**config.mk**
```make
export PLATFORM = sky130hd
export DESIGN_NAME = mmvd_decoder
export DESIGN_NICKNAME = d
export VERILOG_FILES = /design/src/verilog/mmvd_pkg.sv /design/src/verilog/mmvd_decoder.sv /design/src/verilog/mmvd_region_decode.sv
export VERILOG_INCLUDE_DIRS = /design/src /design/src/verilog
export SDC_FILE = /design/constraint.sdc
export NUM_CORES = 1
export LEC_CHECK = 0
export BUFFER_PORTS_ARGS = -buffer_cell sky130_fd_sc_hd__clkbuf_2
export CAP_MARGIN = 20
export CELL_PAD_IN_SITES_DETAIL_PLACEMENT = 1
export CELL_PAD_IN_SITES_GLOBAL_PLACEMENT = 1
export CORE_MARGIN = 2
export CORE_UTILIZATION = 37
export CTS_CLUSTER_DIAMETER = 30
export DETAILED_ROUTE_END_ITERATION = 12
export PLACE_DENSITY_LB_ADDON = 0.15
export SYNTH_ARGS = -nofsm -noshare
export SYNTH_HDL_FRONTEND = slang
export SYNTH_HIERARCHICAL = 1
export SYNTH_SLANG_ARGS = --single-unit
```
**constraint.sdc**
```tcl
create_clock -name clk -period 7.9 [get_ports clk]
set_input_delay 0.79 -clock clk [delete_from_list [all_inputs] [get_ports clk]]
set_output_delay 0.79 -clock clk [all_outputs]
set_load 0.005 [all_outputs]
```
**src/verilog/mmvd_consts.svh**
```systemverilog
`ifndef MMVD_CONSTS_SVH
`define MMVD_CONSTS_SVH
// ==========================================================
// address regions
`define MMVD_DP_LO 16'h0000
`define MMVD_DP_HI 16'h005f
`define MMVD_HP_LO 16'h1800
`define MMVD_HP_HI 16'h184f
`define MMVD_NV_LO 16'hffb0
`define MMVD_NV_HI 16'hffbf
`define MMVD_RAM_LO 16'h0060
`define MMVD_RAM_HI 16'h025f
`define MMVD_FL_LO 16'he000
// ==========================================================
// nonvolatile block layout (offsets inside the 16 bytes)
`define MMVD_NV_KEY_OFS 4'h0
`define MMVD_NV_PROT_OFS 4'hd
`define MMVD_NV_OPT_OFS 4'hf
// ==========================================================
// high-page fixed slots
`define MMVD_HP_RESET_STATUS 16'h1800
`define MMVD_HP_LOW_POWER 16'h1809
`define MMVD_HP_CLK_GATE1 16'h180e
`define MMVD_HP_CLK_GATE2 16'h180f
// ==========================================================
// vector table (address of high byte)
`define MMVD_VEC_RESET 16'hfffe
`define MMVD_VEC_SWI 16'hfffc
`define MMVD_VEC_IRQ_PIN 16'hfffa
`define MMVD_VEC_LVD 16'hfff8
`define MMVD_VEC_TPM_CH0 16'hfff6
`define MMVD_VEC_TPM_OVF 16'hfff0
`define MMVD_VEC_MTIM 16'hffe6
`define MMVD_VEC_SCI_ERR 16'hffe2
`define MMVD_VEC_SCI_RX 16'hffe0
`define MMVD_VEC_SCI_TX 16'hffde
`define MMVD_VEC_KBI 16'hffda
`define MMVD_VEC_ADC 16'hffd8
`define MMVD_VEC_ACMP 16'hffd6
`define MMVD_VEC_RTC 16'hffce
`define MMVD_VEC_UNUSED_LO 16'hffc0
`define MMVD_VEC_UNUSED_HI 16'hffcd
// ==========================================================
// reset values and timing
`define MMVD_NV_RESET 8'hff
`define MMVD_LOAD_CYCLES 2'h2
`endif

```
**src/verilog/mmvd_pkg.sv**
```systemverilog
`default_nettype none
package mmvd_pkg;
   typedef enum logic [2:0] {
      MMVD_SEL_NONE,
      MMVD_SEL_DP,
      MMVD_SEL_HP,
      MMVD_SEL_RAM,
      MMVD_SEL_FLASH
   } mmvd_sel_t;

   typedef enum logic [3:0] {
      MMVD_SRC_RESET,
      MMVD_SRC_SWI,
      MMVD_SRC_IRQ_PIN,
      MMVD_SRC_LVD,
      MMVD_SRC_TPM_CH0,
      MMVD_SRC_TPM_OVF,
      MMVD_SRC_MTIM,
      MMVD_SRC_SCI_ERR,
      MMVD_SRC_SCI_RX,
      MMVD_SRC_SCI_TX,
      MMVD_SRC_KBI,
      MMVD_SRC_ADC,
      MMVD_SRC_ACMP,
      MMVD_SRC_RTC
   } mmvd_src_t;

   typedef enum {
      MMVD_ST_LOAD_PROT,
      MMVD_ST_LOAD_OPT,
      MMVD_ST_RUN
   } mmvd_state_t;

   typedef struct packed {
      logic valid;
      logic write;
      logic direct;
      logic vec_fetch;
      mmvd_src_t vec_src;
      logic vec_low;
      logic [15:0] addr;
      logic [7:0] wdata;
      logic [7:0] bit_mask;
      logic [1:0] bit_op;
   } mmvd_req_t;

   typedef struct packed {
      mmvd_sel_t sel;
      logic [15:0] addr;
      logic [6:0] dp_slot;
      logic [6:0] hp_slot;
      logic nv_hit;
      logic vec_hit;
      logic write;
      logic [7:0] wdata;
      logic [7:0] wmask;
   } mmvd_sel_out_t;
endpackage
`default_nettype wire

```
**src/verilog/mmvd_decoder.sv**
```systemverilog
`default_nettype none
`include "mmvd_consts.svh"
module mmvd_decoder (
   input wire logic clk,
   input wire logic rst_n,
   input wire mmvd_pkg::mmvd_req_t req,
   input wire logic [7:0] unused_zero_mask,
   input wire logic [7:0] slot_rdata,
   input wire logic [7:0] flash_rdata,
   output mmvd_pkg::mmvd_sel_out_t sel_out,
   output logic sel_valid,
   output logic [7:0] rdata,
   output logic bit_test,
   output logic [15:0] flash_addr,
   output logic loading,
   output logic [7:0] nv_protection_byte,
   output logic [7:0] nv_option_byte,
   output logic [63:0] backdoor_key,
   output logic key_match,
   input wire logic [63:0] key_candidate,
   output logic hp_reset_status_sel,
   output logic hp_low_power_sel,
   output logic hp_clk_gate_sel
);
   import mmvd_pkg::*;

   typedef struct packed {
      mmvd_state_t st;
      logic [3:0] key_idx;
      logic [7:0] prot;
      logic [7:0] opt;
      logic [63:0] key;
      logic [7:0] rdata;
      logic btest;
   } mmvd_regs_t;

   mmvd_regs_t r;
   mmvd_regs_t next_r;
   logic [15:0] eff_addr;
   mmvd_sel_t dec_sel;
   logic dec_nv;
   logic dec_vec;
   logic [15:0] load_addr;
   logic key_fetch;
   logic [7:0] read_src;

   // ==========================================================
   // vector address lookup, used for both bytes of a fetch
   function automatic logic [15:0] vec_addr(input mmvd_src_t s, input logic lo);
      logic [15:0] a;
      a = `MMVD_VEC_RESET;
      case (s)
         MMVD_SRC_RESET: a = `MMVD_VEC_RESET;
         MMVD_SRC_SWI: a = `MMVD_VEC_SWI;
         MMVD_SRC_IRQ_PIN: a = `MMVD_VEC_IRQ_PIN;
         MMVD_SRC_LVD: a = `MMVD_VEC_LVD;
         MMVD_SRC_TPM_CH0: a = `MMVD_VEC_TPM_CH0;
         MMVD_SRC_TPM_OVF: a = `MMVD_VEC_TPM_OVF;
         MMVD_SRC_MTIM: a = `MMVD_VEC_MTIM;
         MMVD_SRC_SCI_ERR: a = `MMVD_VEC_SCI_ERR;
         MMVD_SRC_SCI_RX: a = `MMVD_VEC_SCI_RX;
         MMVD_SRC_SCI_TX: a = `MMVD_VEC_SCI_TX;
         MMVD_SRC_KBI: a = `MMVD_VEC_KBI;
         MMVD_SRC_ADC: a = `MMVD_VEC_ADC;
         MMVD_SRC_ACMP: a = `MMVD_VEC_ACMP;
         MMVD_SRC_RTC: a = `MMVD_VEC_RTC;
         default: a = `MMVD_VEC_RESET;
      endcase
      // high byte first, low byte at the next address
      return {a[15:1], lo};
   endfunction

   function automatic logic [15:0] nv_addr(input logic [3:0] ofs);
      return {12'(`MMVD_NV_LO >> 4), ofs};
   endfunction

   // unused-zero bits are dropped on the way in and on the way out
   function automatic logic [7:0] keep_bits(input logic [7:0] d, input logic [7:0] zero_mask);
      return d & ~zero_mask;
   endfunction

   // ==========================================================
   // address formation
   // the key is fetched only on idle cycles, so a request never waits for it
   assign key_fetch = (r.st == MMVD_ST_RUN) && !req.valid && (r.key_idx < 4'h8);

   always_comb begin
      if (r.st != MMVD_ST_RUN || key_fetch) begin
         eff_addr = load_addr;
      end else if (req.vec_fetch) begin
         eff_addr = vec_addr(req.vec_src, req.vec_low);
      end else if (req.direct) begin
         eff_addr = {8'h00, req.addr[7:0]};
      end else begin
         eff_addr = req.addr;
      end
   end

   always_comb begin
      case (r.st)
         MMVD_ST_LOAD_PROT: load_addr = nv_addr(`MMVD_NV_PROT_OFS);
         MMVD_ST_LOAD_OPT: load_addr = nv_addr(`MMVD_NV_OPT_OFS);
         default: load_addr = nv_addr(r.key_idx);
      endcase
   end

   mmvd_region_decode u_dec (
      .addr(eff_addr),
      .sel(dec_sel),
      .nv_hit(dec_nv),
      .vec_hit(dec_vec)
   );

   // ==========================================================
   // outgoing selects
   always_comb begin
      sel_valid = (r.st == MMVD_ST_RUN) && req.valid;
      sel_out.sel = sel_valid ? dec_sel : MMVD_SEL_NONE;
      sel_out.addr = eff_addr;
      sel_out.dp_slot = eff_addr[6:0];
      sel_out.hp_slot = eff_addr[6:0];
      sel_out.nv_hit = sel_valid && dec_nv;
      sel_out.vec_hit = sel_valid && dec_vec;
      // flash is never written by the bus; the write strobe is dropped for the flash select
      sel_out.write = sel_valid && req.write && (dec_sel != MMVD_SEL_FLASH);
      sel_out.wdata = req.wdata;
      sel_out.wmask = keep_bits(8'hff, unused_zero_mask);
      if (req.bit_op != 2'h0 && dec_sel == MMVD_SEL_DP) begin
         // read-modify-write: only the addressed bit is written
         sel_out.wmask = keep_bits(req.bit_mask, unused_zero_mask);
         sel_out.wdata = (req.bit_op == 2'h1) ? req.bit_mask : 8'h00;
      end
      flash_addr = eff_addr;
      loading = (r.st != MMVD_ST_RUN);
   end

   // ==========================================================
   // fixed high-page slots that other blocks watch directly
   always_comb begin
      hp_reset_status_sel = sel_valid && eff_addr == `MMVD_HP_RESET_STATUS;
      hp_low_power_sel = sel_valid && eff_addr == `MMVD_HP_LOW_POWER;
      hp_clk_gate_sel = sel_valid && (eff_addr == `MMVD_HP_CLK_GATE1 ||
                                      eff_addr == `MMVD_HP_CLK_GATE2);
   end

   // ==========================================================
   // working copies and read data straight from flip-flops; key_match is combinational
   always_comb begin
      nv_protection_byte = r.prot;
      nv_option_byte = r.opt;
      backdoor_key = r.key;
      // a half-loaded key must never match, so the byte count gates it too
      key_match = (r.st == MMVD_ST_RUN) && (r.key_idx == 4'h8) &&
                  (key_candidate == r.key);
      rdata = r.rdata;
      bit_test = r.btest;
   end

   // ==========================================================
   // read source: flash for the whole flash region from 16'he000, slots otherwise
   always_comb begin
      if (dec_sel == MMVD_SEL_FLASH) begin
         read_src = flash_rdata;
      end else begin
         read_src = slot_rdata;
      end
   end

   // ==========================================================
   // next state: nv load after reset, then capture per read
   always_comb begin
      next_r = r;
      // read data stands until the next read, so idle cycles keep it
      if (sel_valid && !req.write) begin
         next_r.rdata = keep_bits(read_src, unused_zero_mask);
         next_r.btest = |keep_bits(slot_rdata & req.bit_mask, unused_zero_mask);
      end
      case (r.st)
         MMVD_ST_LOAD_PROT: begin
            next_r.prot = flash_rdata;
            next_r.st = MMVD_ST_LOAD_OPT;
         end
         MMVD_ST_LOAD_OPT: begin
            next_r.opt = flash_rdata;
            next_r.st = MMVD_ST_RUN;
         end
         MMVD_ST_RUN: begin
            // key is loaded once in the background after reset, one byte per idle cycle, eight bytes in all
            if (key_fetch) begin
               next_r.key[8'(r.key_idx) * 8 +: 8] = flash_rdata;
               next_r.key_idx = r.key_idx + 4'h1;
            end
         end
         default: next_r.st = MMVD_ST_LOAD_PROT;
      endcase
   end

   always_ff @(posedge clk or negedge rst_n) begin
      if (!rst_n) begin
         r <= '{st: MMVD_ST_LOAD_PROT, key_idx: 4'h0, prot: `MMVD_NV_RESET,
                opt: `MMVD_NV_RESET, key: 64'h0, rdata: 8'h00, btest: 1'b0};
      end else begin
         r <= next_r;
      end
   end

endmodule
`default_nettype wire

```
**src/verilog/mmvd_region_decode.sv**
```systemverilog
`default_nettype none
`include "mmvd_consts.svh"
module mmvd_region_decode (
   input wire logic [15:0] addr,
   output mmvd_pkg::mmvd_sel_t sel,
   output logic nv_hit,
   output logic vec_hit
);
   import mmvd_pkg::*;
   // ==========================================================
   // region compare
   always_comb begin
      nv_hit = (addr >= `MMVD_NV_LO) && (addr <= `MMVD_NV_HI);
      vec_hit = (addr >= `MMVD_VEC_RTC);
      if (addr <= `MMVD_DP_HI) begin
         sel = MMVD_SEL_DP;
      end else if (addr >= `MMVD_HP_LO && addr <= `MMVD_HP_HI) begin
         sel = MMVD_SEL_HP;
      end else if (addr >= `MMVD_RAM_LO && addr <= `MMVD_RAM_HI) begin
         sel = MMVD_SEL_RAM;
      end else if (addr >= `MMVD_FL_LO) begin
         // nv block and vector space are flash, unused vectors included
         sel = MMVD_SEL_FLASH;
      end else begin
         sel = MMVD_SEL_NONE;
      end
   end
endmodule
`default_nettype wire
```
==> metrics, run 1 <==
Worst Tran Pin Value=1054 ps; class of the most critical hold timing path=input port to asynchronous set/reset pin; Resized Gates After CTS=0; Setup Skew=9.783 ps; number of nets in the layout=1035; number of flip-flops and latches in the synthesized netlist=95; xor and xnor fraction of the mapped netlist area=7.662%; commonest non-fill, non-tap cell in the layout=clkbuf_2; clk root buf=clkbuf_16; gate count after technology mapping=733; post-layout minimum cycle time=5091 ps; overall die height=135.5 µm; run status=finished, final reports clean; standard-cell row count=48; fraction of the mapped netlist area in adder cells=1.368%; number of clock buffers inserted by TritonCTS=9; Initial Utilization=37.40%; most frequent cells in the layout=294 x clkbuf_2, 114 x nand2_1, 81 x o21ai_0, 79 x dfrtp_1, 37 x inv_1; Core Util, Final=43.59%; number of nets with antenna violations after detailed routing=0; maximum number of pins on one net before global-route repair=55; number of slew-limit violations in the final report=0; placeable core region=17120 µm²; total overflow reported by the global router=0; category of the worst setup path launch point=register; area fraction in and, or, nand and nor cells after synthesis=18.67%; netlist area before placement=6401 µm²; First DRT Iteration DRCs=177; routability-driven placement congestion ratio=0.8379; first-pass detailed-route iteration total=6; clock insertion delay at the later pin of the skew report=350 ps; smallest hold slack=411.0 ps; detail-routed net length per standard cell=18.98 µm; unrepaired setup endpoints after global routing=no; share of cell area taken by muxes after synthesis=4.887%; DIE WIDTH=135.5 µm; Worst setup EP type=output pin; Bufs on Longest Clock Path=2; fraction of final layout cells with drive strength greater than 1=39.82%; IO Port Bufs=295; largest voltage drop on the vdd net=0.1047 mV; power per unit of standard cell area=255.9 nW/µm²; Inserted Diodes=0; summed negative setup slack over all endpoints=0 ps; syn_nets=873; part of the Yosys area used for sequential elements=37.45%; filler cell count=2161; count of hold buffers inserted by post-cts repair=0; vias in the first global route=5893; global-route wire length before repair=32340 µm; fin crit share=64.44%; max capacitance violation total=0; overall via count from detail_route=5659; CP Data Required Time=7110 ps; dominant combinational cell family by area after synthesis=simple AND/OR/NAND/NOR gates; Slew headroom=29.77%; number of enable-type register cells in the synthesized netlist=0; antenna violations before repair=0; Leakage Power=3.876 nW; Post-CTS Setup Bufs=0; Die Area=18370 µm²; DRC viols=0; Max FO, Critical Path=9; prevailing post-synth register cell=dfrtp_1; DRT Wirelength=21340 µm; clock sink count=95; endpoints failing hold=0; post-synth cell types=61; arrival time of data at the critical path endpoint=4300 ps; number of H-tree levels=3; kind of critical path=register to output pin; clock tree from TritonCTS=yes; CTS clk-pin slew, worst paths=70 ps; complex-gate fraction of the synthesized area=11.88%; count of synthesis-stage warnings from yosys=6; synthesized area per cell=8.733 µm²; area grow syn2layout=16.56%; Top Ports=296; all-layer global routing usage=23.02%; post-DR vias/cell=5.035; number of failing setup endpoints in the final timing report=0; maximum achievable frequency=196.4 MHz; fraction of registers with async set/reset=100.0%; hpwl dp=17130 µm
[sequential cells by signal, summed over array words and instances (netlist names)]
name                cells
nv_protection_byte      8
bit_test                1
backdoor_key           64
nv_option_byte          8
rdata                   8
r                       6
[worst paths after layout]
check	start	to	slack [ps]	cells after the start
max	r[93]$_DFFE_PN0P_	sel_out[16]	2810	10
min reg2reg	rdata[7]$_DFFE_PN0P_	rdata[7]$_DFFE_PN0P_	480	2
max reg2reg	r[93]$_DFFE_PN0P_	rdata[4]$_DFFE_PN0P_	3800	10
min in group clk	rdata[7]$_DFFE_PN0P_	rdata[7]$_DFFE_PN0P_	480	2
max in group asynchronous	rst_n	backdoor_key[47]$_DFFE_PN0P_	6360	2
min	rst_n	backdoor_key[34]$_DFFE_PN0P_	410	1
[layer usage]
metal / track usage (%) / share of wire (%)
met1: 27.28 / 41
met2: 40.72 / 50
met3: 6.210 / 7.4
met4: 7.060 / 2.3
met5: 0 / 0
[cell usage after synthesis (5+ instances only)]
master    instances  area, µm²
buf_4           120      900.9
nand2_1         114      427.9
o21ai_0          81      405.4
dfrtp_1          79       1977
inv_1            37      138.9
xor2_1           30      262.8
nor2_1           28      105.1
xnor2_1          26      227.7
mux2_2           18      202.7
clkbuf_1         17      63.81
dfstp_2          16      420.4
nor4_1           13      81.33
mux2i_1          11      110.1
nand3_1          10      50.05
nand4_1          10      62.56
o31ai_1           9      67.56
a21oi_1           8      40.04
and3_1            7      43.79
ha_1              7      87.58
nand3b_1          6      45.04
o21ai_1           6      30.03
nand2b_1          5      31.28
nor3_1            5      25.02
[layout make-up]
class | count | area, µm² | area share (%)
Timing Repair Buffer | 297 | 1494 | 20.02
Clock buffer | 11 | 242.7 | 3.253
Sequential cell | 95 | 2397 | 32.13
Clock inverter | 4 | 55.05 | 0.7379
Inverter | 37 | 138.9 | 1.861
Tap cell | 225 | 281.5 | 3.773
Multi-Input combinational cell | 455 | 2851 | 38.22
[power by group]
group | internal (mW) | switching, mW
combinational | 0.299 | 0.389
sequential | 0.607 | 0.169
clock | 0.254 | 0.191
total | 1.16 | 0.749
[critical path: stages, from the launching register on]
cell and delay [ps]:
dfrtp_1 460, nor2b_1 500, o21ai_1 380, nor2_1 420, o21ai_0 340, nor4_2 410
nand2_1 90, a21o_1 210, nor3b_2 760, and3b_1 270, clkbuf_2 110
[through the flow]
stage / area (µm²) / worst slack, ps / power [mW] / std cells
6_report: 7461 / 2809 / 1.909 / 1124
5_1_grt: 7461 / 2456 / 2.040 / 1124
4_1_cts: 7461 / 2831 / 1.935 / 1124
3_5_place_dp: 7163 / 3193 / 1.483 / 1109
3_3_place_gp: 7163 / 3403 / 1.451 / 1109
2_1_floorplan: 6401 / 3904 / 1.301 / 733
[cell families (layout without fill, tap and decap cells)]
| kind of cell | Yosys count | in the layout |
|---|---|---|
| xor+xnor | 56 | 56 |
| fa+ha+maj | 7 | 7 |
| simple gates | 232 | 232 |
| flops | 95 | 95 |
| buf+inv | 183 | 349 |
| mux | 29 | 29 |
| compound gates | 131 | 131 |
(Power assumes the default switching activity.)
==> inputs of run 2 (changes only) <==
Settings changed: CORE_UTILIZATION 37 to 34.
Clock period 7.9 ns to 5 ns, I/O delays scaled along.
==> metrics, run 2 (synthesis gave the netlist of run 1 again) <==
number of nets with antenna violations after detailed routing=0; number of H-tree levels=3; met3 Resource Use GR=5.639%; power per unit of standard cell area=401.7 nW/µm²; smallest hold slack=261.0 ps; Max FO, Critical Path=24; Bufs on Longest Clock Path=2; GRT busiest layer=met2; fin crit share=77.08%; vias in the first global route=5825; maximum achievable frequency=259.5 MHz; PnR Total Power=3.017 mW; filler cell count=2303; max capacitance violation total=0; Leakage Power=3.898 nW; sequential cell area=2397 µm²; fraction of final layout cells with drive strength greater than 1=40.11%; Core Util, Final=40.43%; global-route wire length before repair=33020 µm; Layout Cells excl Fill=1139; Resized Gates After CTS=0; DIE WIDTH=141.2 µm; grt met1 use=26.42%; class of the most critical hold timing path=input port to asynchronous set/reset pin; arrival time of data at the critical path endpoint=3350 ps; clock insertion delay at the later pin of the skew report=340 ps; hpwl dp=17460 µm; maximum number of pins on one net before global-route repair=66; switching power of the nets=1.172 mW; area of combinational cells with multiple inputs=2851 µm²; final instance area=7512 µm²; Setup Skew=4.892 ps; clock tree from TritonCTS=yes; routability-driven placement congestion ratio=0.8102; placed standard-cell area=7212 µm²; met2 routing resource usage after global routing=37.69%; endpoints failing hold=0; Die Area=19940 µm²; unrepaired setup endpoints after global routing=no; clock share of power=23.5%; Post-CTS Setup Bufs=0; Worst setup EP type=output pin; summed negative setup slack over all endpoints=0 ps; internal reg-to-reg setup slack=1940 ps; post-DR vias/cell=4.926; area grow syn2layout=17.36%; antenna violations before repair=0; number of clock buffers inserted by TritonCTS=9; clock sink count=95; Initial Utilization=34.45%; number of nets in the layout=1040; first-pass detailed-route iteration total=7; post-layout minimum cycle time=3854 ps; setup slack at placement=1375 ps; Worst Tran Pin Value=829.2 ps; sequential cell fraction of total power=39.3%; fraction of power consumed by combinational cells=37.2%; category of the worst setup path launch point=register; Inserted Diodes=0; largest voltage drop on the vdd net=0.1651 mV; Cell Int Power=1.845 mW; kind of critical path=register to output pin; DRC viols=0; commonest non-fill, non-tap cell in the layout=clkbuf_2; # placed instances=1123; overall die height=141.2 µm; CTS clk-pin slew, worst paths=70 ps; IO Port Bufs=295; standard-cell row count=50; First DRT Iteration DRCs=224; clk root buf=clkbuf_16; Slew headroom=44.14%; number of slew-limit violations in the final report=0; Top Ports=296; number of flip-flops in the largest register=64; total overflow reported by the global router=0; count of hold buffers inserted by post-cts repair=0; net switching share of the total power=38.85%; DRT Wirelength=21650 µm; all-layer global routing usage=21.60%; placeable core region=18580 µm²; most frequent cells in the layout=294 x clkbuf_2, 114 x nand2_1, 81 x o21ai_0, 79 x dfrtp_1, 37 x inv_1; detail-routed net length per standard cell=19.01 µm; final setup slack of the worst path=1146 ps; run status=finished, final reports clean; CP Data Required Time=4500 ps; overall via count from detail_route=5611; number of failing setup endpoints in the final timing report=0
## run 2: cell count changes in the layout (fill, tap and decap cells not counted)
cell and delta:
clkinv_4 -1, clkbuf_1 +1, clkinvlp_4 +1, buf_4 +5
## run 2: critical path, stage by stage (launching register included)
cell	delay [ps]
dfrtp_1	460
nor2b_1	170
o21ai_1	80
buf_4	170
nor2_1	310
o21ai_0	260
nor3_1	380
o211a_1	290
a21o_1	180
nor2_1	60
o211ai_1	80
buf_4	270
nor2_1	70
nor2_1	100
clkbuf_2	120
## run 2: layout make-up
class	count	area share, %
sequential	95	31.91
multi-input combinational	455	37.96
tap	234	3.897
timing repair buffer	302	20.39
inverter	37	1.849
clock inverter	4	0.7162
clock buffer	12	3.281
## run 2: final timing paths
kind                                 startpoint                                 to  cells after the start
max reg2reg                   r[93]$_DFFE_PN0P_               rdata[6]$_DFFE_PN0P_                     12
min                                       rst_n       backdoor_key[36]$_DFFE_PN0P_                      1
max in group asynchronous                 rst_n  nv_protection_byte[1]$_DFFE_PN1P_                      2
min in group clk            unused_zero_mask[2]               rdata[2]$_DFFE_PN0P_                      2
max                           r[93]$_DFFE_PN0P_                         sel_out[4]                     14
min reg2reg                rdata[2]$_DFFE_PN0P_               rdata[2]$_DFFE_PN0P_                      2
## run 2: metal layers
metal  up-vias  part of all wire, %
li1       2709                    -
met1      2667                   42
met2       219                   49
met3        16                  7.5
met4         0                  1.4
met5         -                    0
## run 2: power groups by stage
stage / sequential, mW / combinational [mW] / clock, mW
after global routing: 1.21 / 1.27 / 0.762
after CTS: 1.19 / 1.15 / 0.731
after floorplan: 1.10 / 0.954 / 0
after global placement: 1.19 / 1.13 / 0
after detailed placement: 1.20 / 1.15 / 0
final: 1.18 / 1.12 / 0.709
==> inputs of run 3 (changes only) <==
Clock period 5 ns to 4 ns, I/O delays scaled along.
==> metrics, run 3 (synthesis gave the netlist of run 1 again) <==
endpoints failing hold=0; overall die height=141.2 µm; max capacitance violation total=0; clock insertion delay at the later pin of the skew report=340 ps; CTS clk-pin slew, worst paths=70 ps; largest voltage drop on the vdd net=0.2186 mV; First DRT Iteration DRCs=143; number of H-tree levels=3; setup slack at placement=463.6 ps; final instance area=7561 µm²; smallest hold slack=207.5 ps; first-pass detailed-route iteration total=4; number of slew-limit violations in the final report=0; maximum number of pins on one net before global-route repair=75; run status=finished, final reports clean; DRC viols=0; kind of critical path=register to output pin; hpwl dp=17280 µm; Slew headroom=34.87%; Worst Tran Pin Value=977.0 ps; Top Ports=296; all-layer global routing usage=21.50%; antenna violations before repair=0; post-DR vias/cell=4.824; number of nets in the layout=1042; power per unit of standard cell area=506.8 nW/µm²; Worst setup EP type=output pin; internal reg-to-reg setup slack=990 ps; clock sink count=95; Setup Skew=5.812 ps; most frequent cells in the layout=294 x clkbuf_2, 114 x nand2_1, 81 x o21ai_0, 79 x dfrtp_1, 37 x inv_1; fraction of final layout cells with drive strength greater than 1=40.51%; post-layout minimum cycle time=3658 ps; maximum achievable frequency=273.4 MHz; detail-routed net length per standard cell=18.85 µm; max incr delay on CP=660 ps; number of failing setup endpoints in the final timing report=0; worst r2r dst=rdata[2]$_DFFE_PN0P_; overall via count from detail_route=5499; number of clock buffers inserted by TritonCTS=9; final setup slack of the worst path=341.9 ps; Post-CTS Setup Bufs=0; clk root buf=clkbuf_16; Bufs on Longest Clock Path=2; Die Area=19940 µm²; placeable core region=18580 µm²; Max FO, Critical Path=24; DIE WIDTH=141.2 µm; Slowest cell on crit path=o21ai_1; Critical R2R Launch=r[92]$_DFFE_PN0P_; Initial Utilization=34.45%; fin crit share=91.45%; commonest non-fill, non-tap cell in the layout=clkbuf_2; DRT Wirelength=21490 µm; total overflow reported by the global router=0; standard-cell row count=50; placed standard-cell area=7227 µm²; CP Data Required Time=3600 ps; most common cell type on the critical path=o21ai_0; routability-driven placement congestion ratio=0.8501; Core Util, Final=40.69%; area grow syn2layout=18.12%; PnR Total Power=3.832 mW; global-route wire length before repair=32740 µm; worst r2r path cells=10; category of the worst setup path launch point=register; number of flip-flops in the largest register=64; class of the most critical hold timing path=input port to asynchronous set/reset pin; Leakage Power=3.923 nW; vias in the first global route=5773; IO Port Bufs=295; Inserted Diodes=0; arrival time of data at the critical path endpoint=3260 ps; number of nets with antenna violations after detailed routing=0; cell-by-cell trace of the critical path=o21ai_1 -> nor2_4 -> o21ai_0 -> a211oi_1 -> o211a_1 -> a21o_1 -> nor2_1 -> o211ai_1 -> buf_4 -> o21ai_0 -> clkbuf_2; clock tree from TritonCTS=yes; count of hold buffers inserted by post-cts repair=0
run 3: how the worst max path moves through the flow:
stage,startpoint,endpoint
2_1_floorplan,r[93]$_DFFE_PN0P_,sel_out[16]
4_1_cts,r[93]$_DFFE_PN0P_,sel_out[8]
6_report,r[92]$_DFFE_PN0P_,sel_out[14]
3_3_place_gp,req[42],sel_out[8]
5_1_grt,r[93]$_DFFE_PN0P_,sel_out[8]
3_5_place_dp,req[42],sel_out[8]
run 3: metal layers:
metal  track usage [%]  vias to the layer above  wire [µm]
met5                 0                        -          0
met1             26.56                     2570       9200
met2             37.40                      212      10420
met4             5.895                        0        310
li1                  -                     2704          -
met3             5.299                       13       1565
run 3: where the power goes:
group          internal, mW  switching, mW
logic                 0.607          0.808
clock network         0.567          0.376
registers              1.20          0.275
run 3: worst max-delay path: cells and delay by family (launching register included):
family	cells	cell delay, ps
AOI/OAI and AO/OA	7	1860
DFF	1	500
buffers and inverters	2	350
and+or+nand+nor	2	210
run 3: layout make-up:
type / instances / area [µm²]
inverters: 37 / 138.9
clock inverters: 4 / 78.83
clock buffers: 11 / 242.7
flip-flops and latches: 95 / 2397
repair buffers: 304 / 1546
fillers: 2255 / 11020
well taps: 234 / 292.8
multi-input cells: 455 / 2864
run 3: metrics by stage:
stage	setup TNS [ps]	std cells
6_report	0	1140
5_1_grt	-3.910	1140
4_1_cts	0	1140
3_5_place_dp	0	1125
3_3_place_gp	0	1125
2_1_floorplan	0	733
run 3: repair_timing:
item / in CTS / in global routing
resized for setup: 0 / 3
hold endpoints to repair: 0 / 0
setup endpoints to repair: 0 / 17
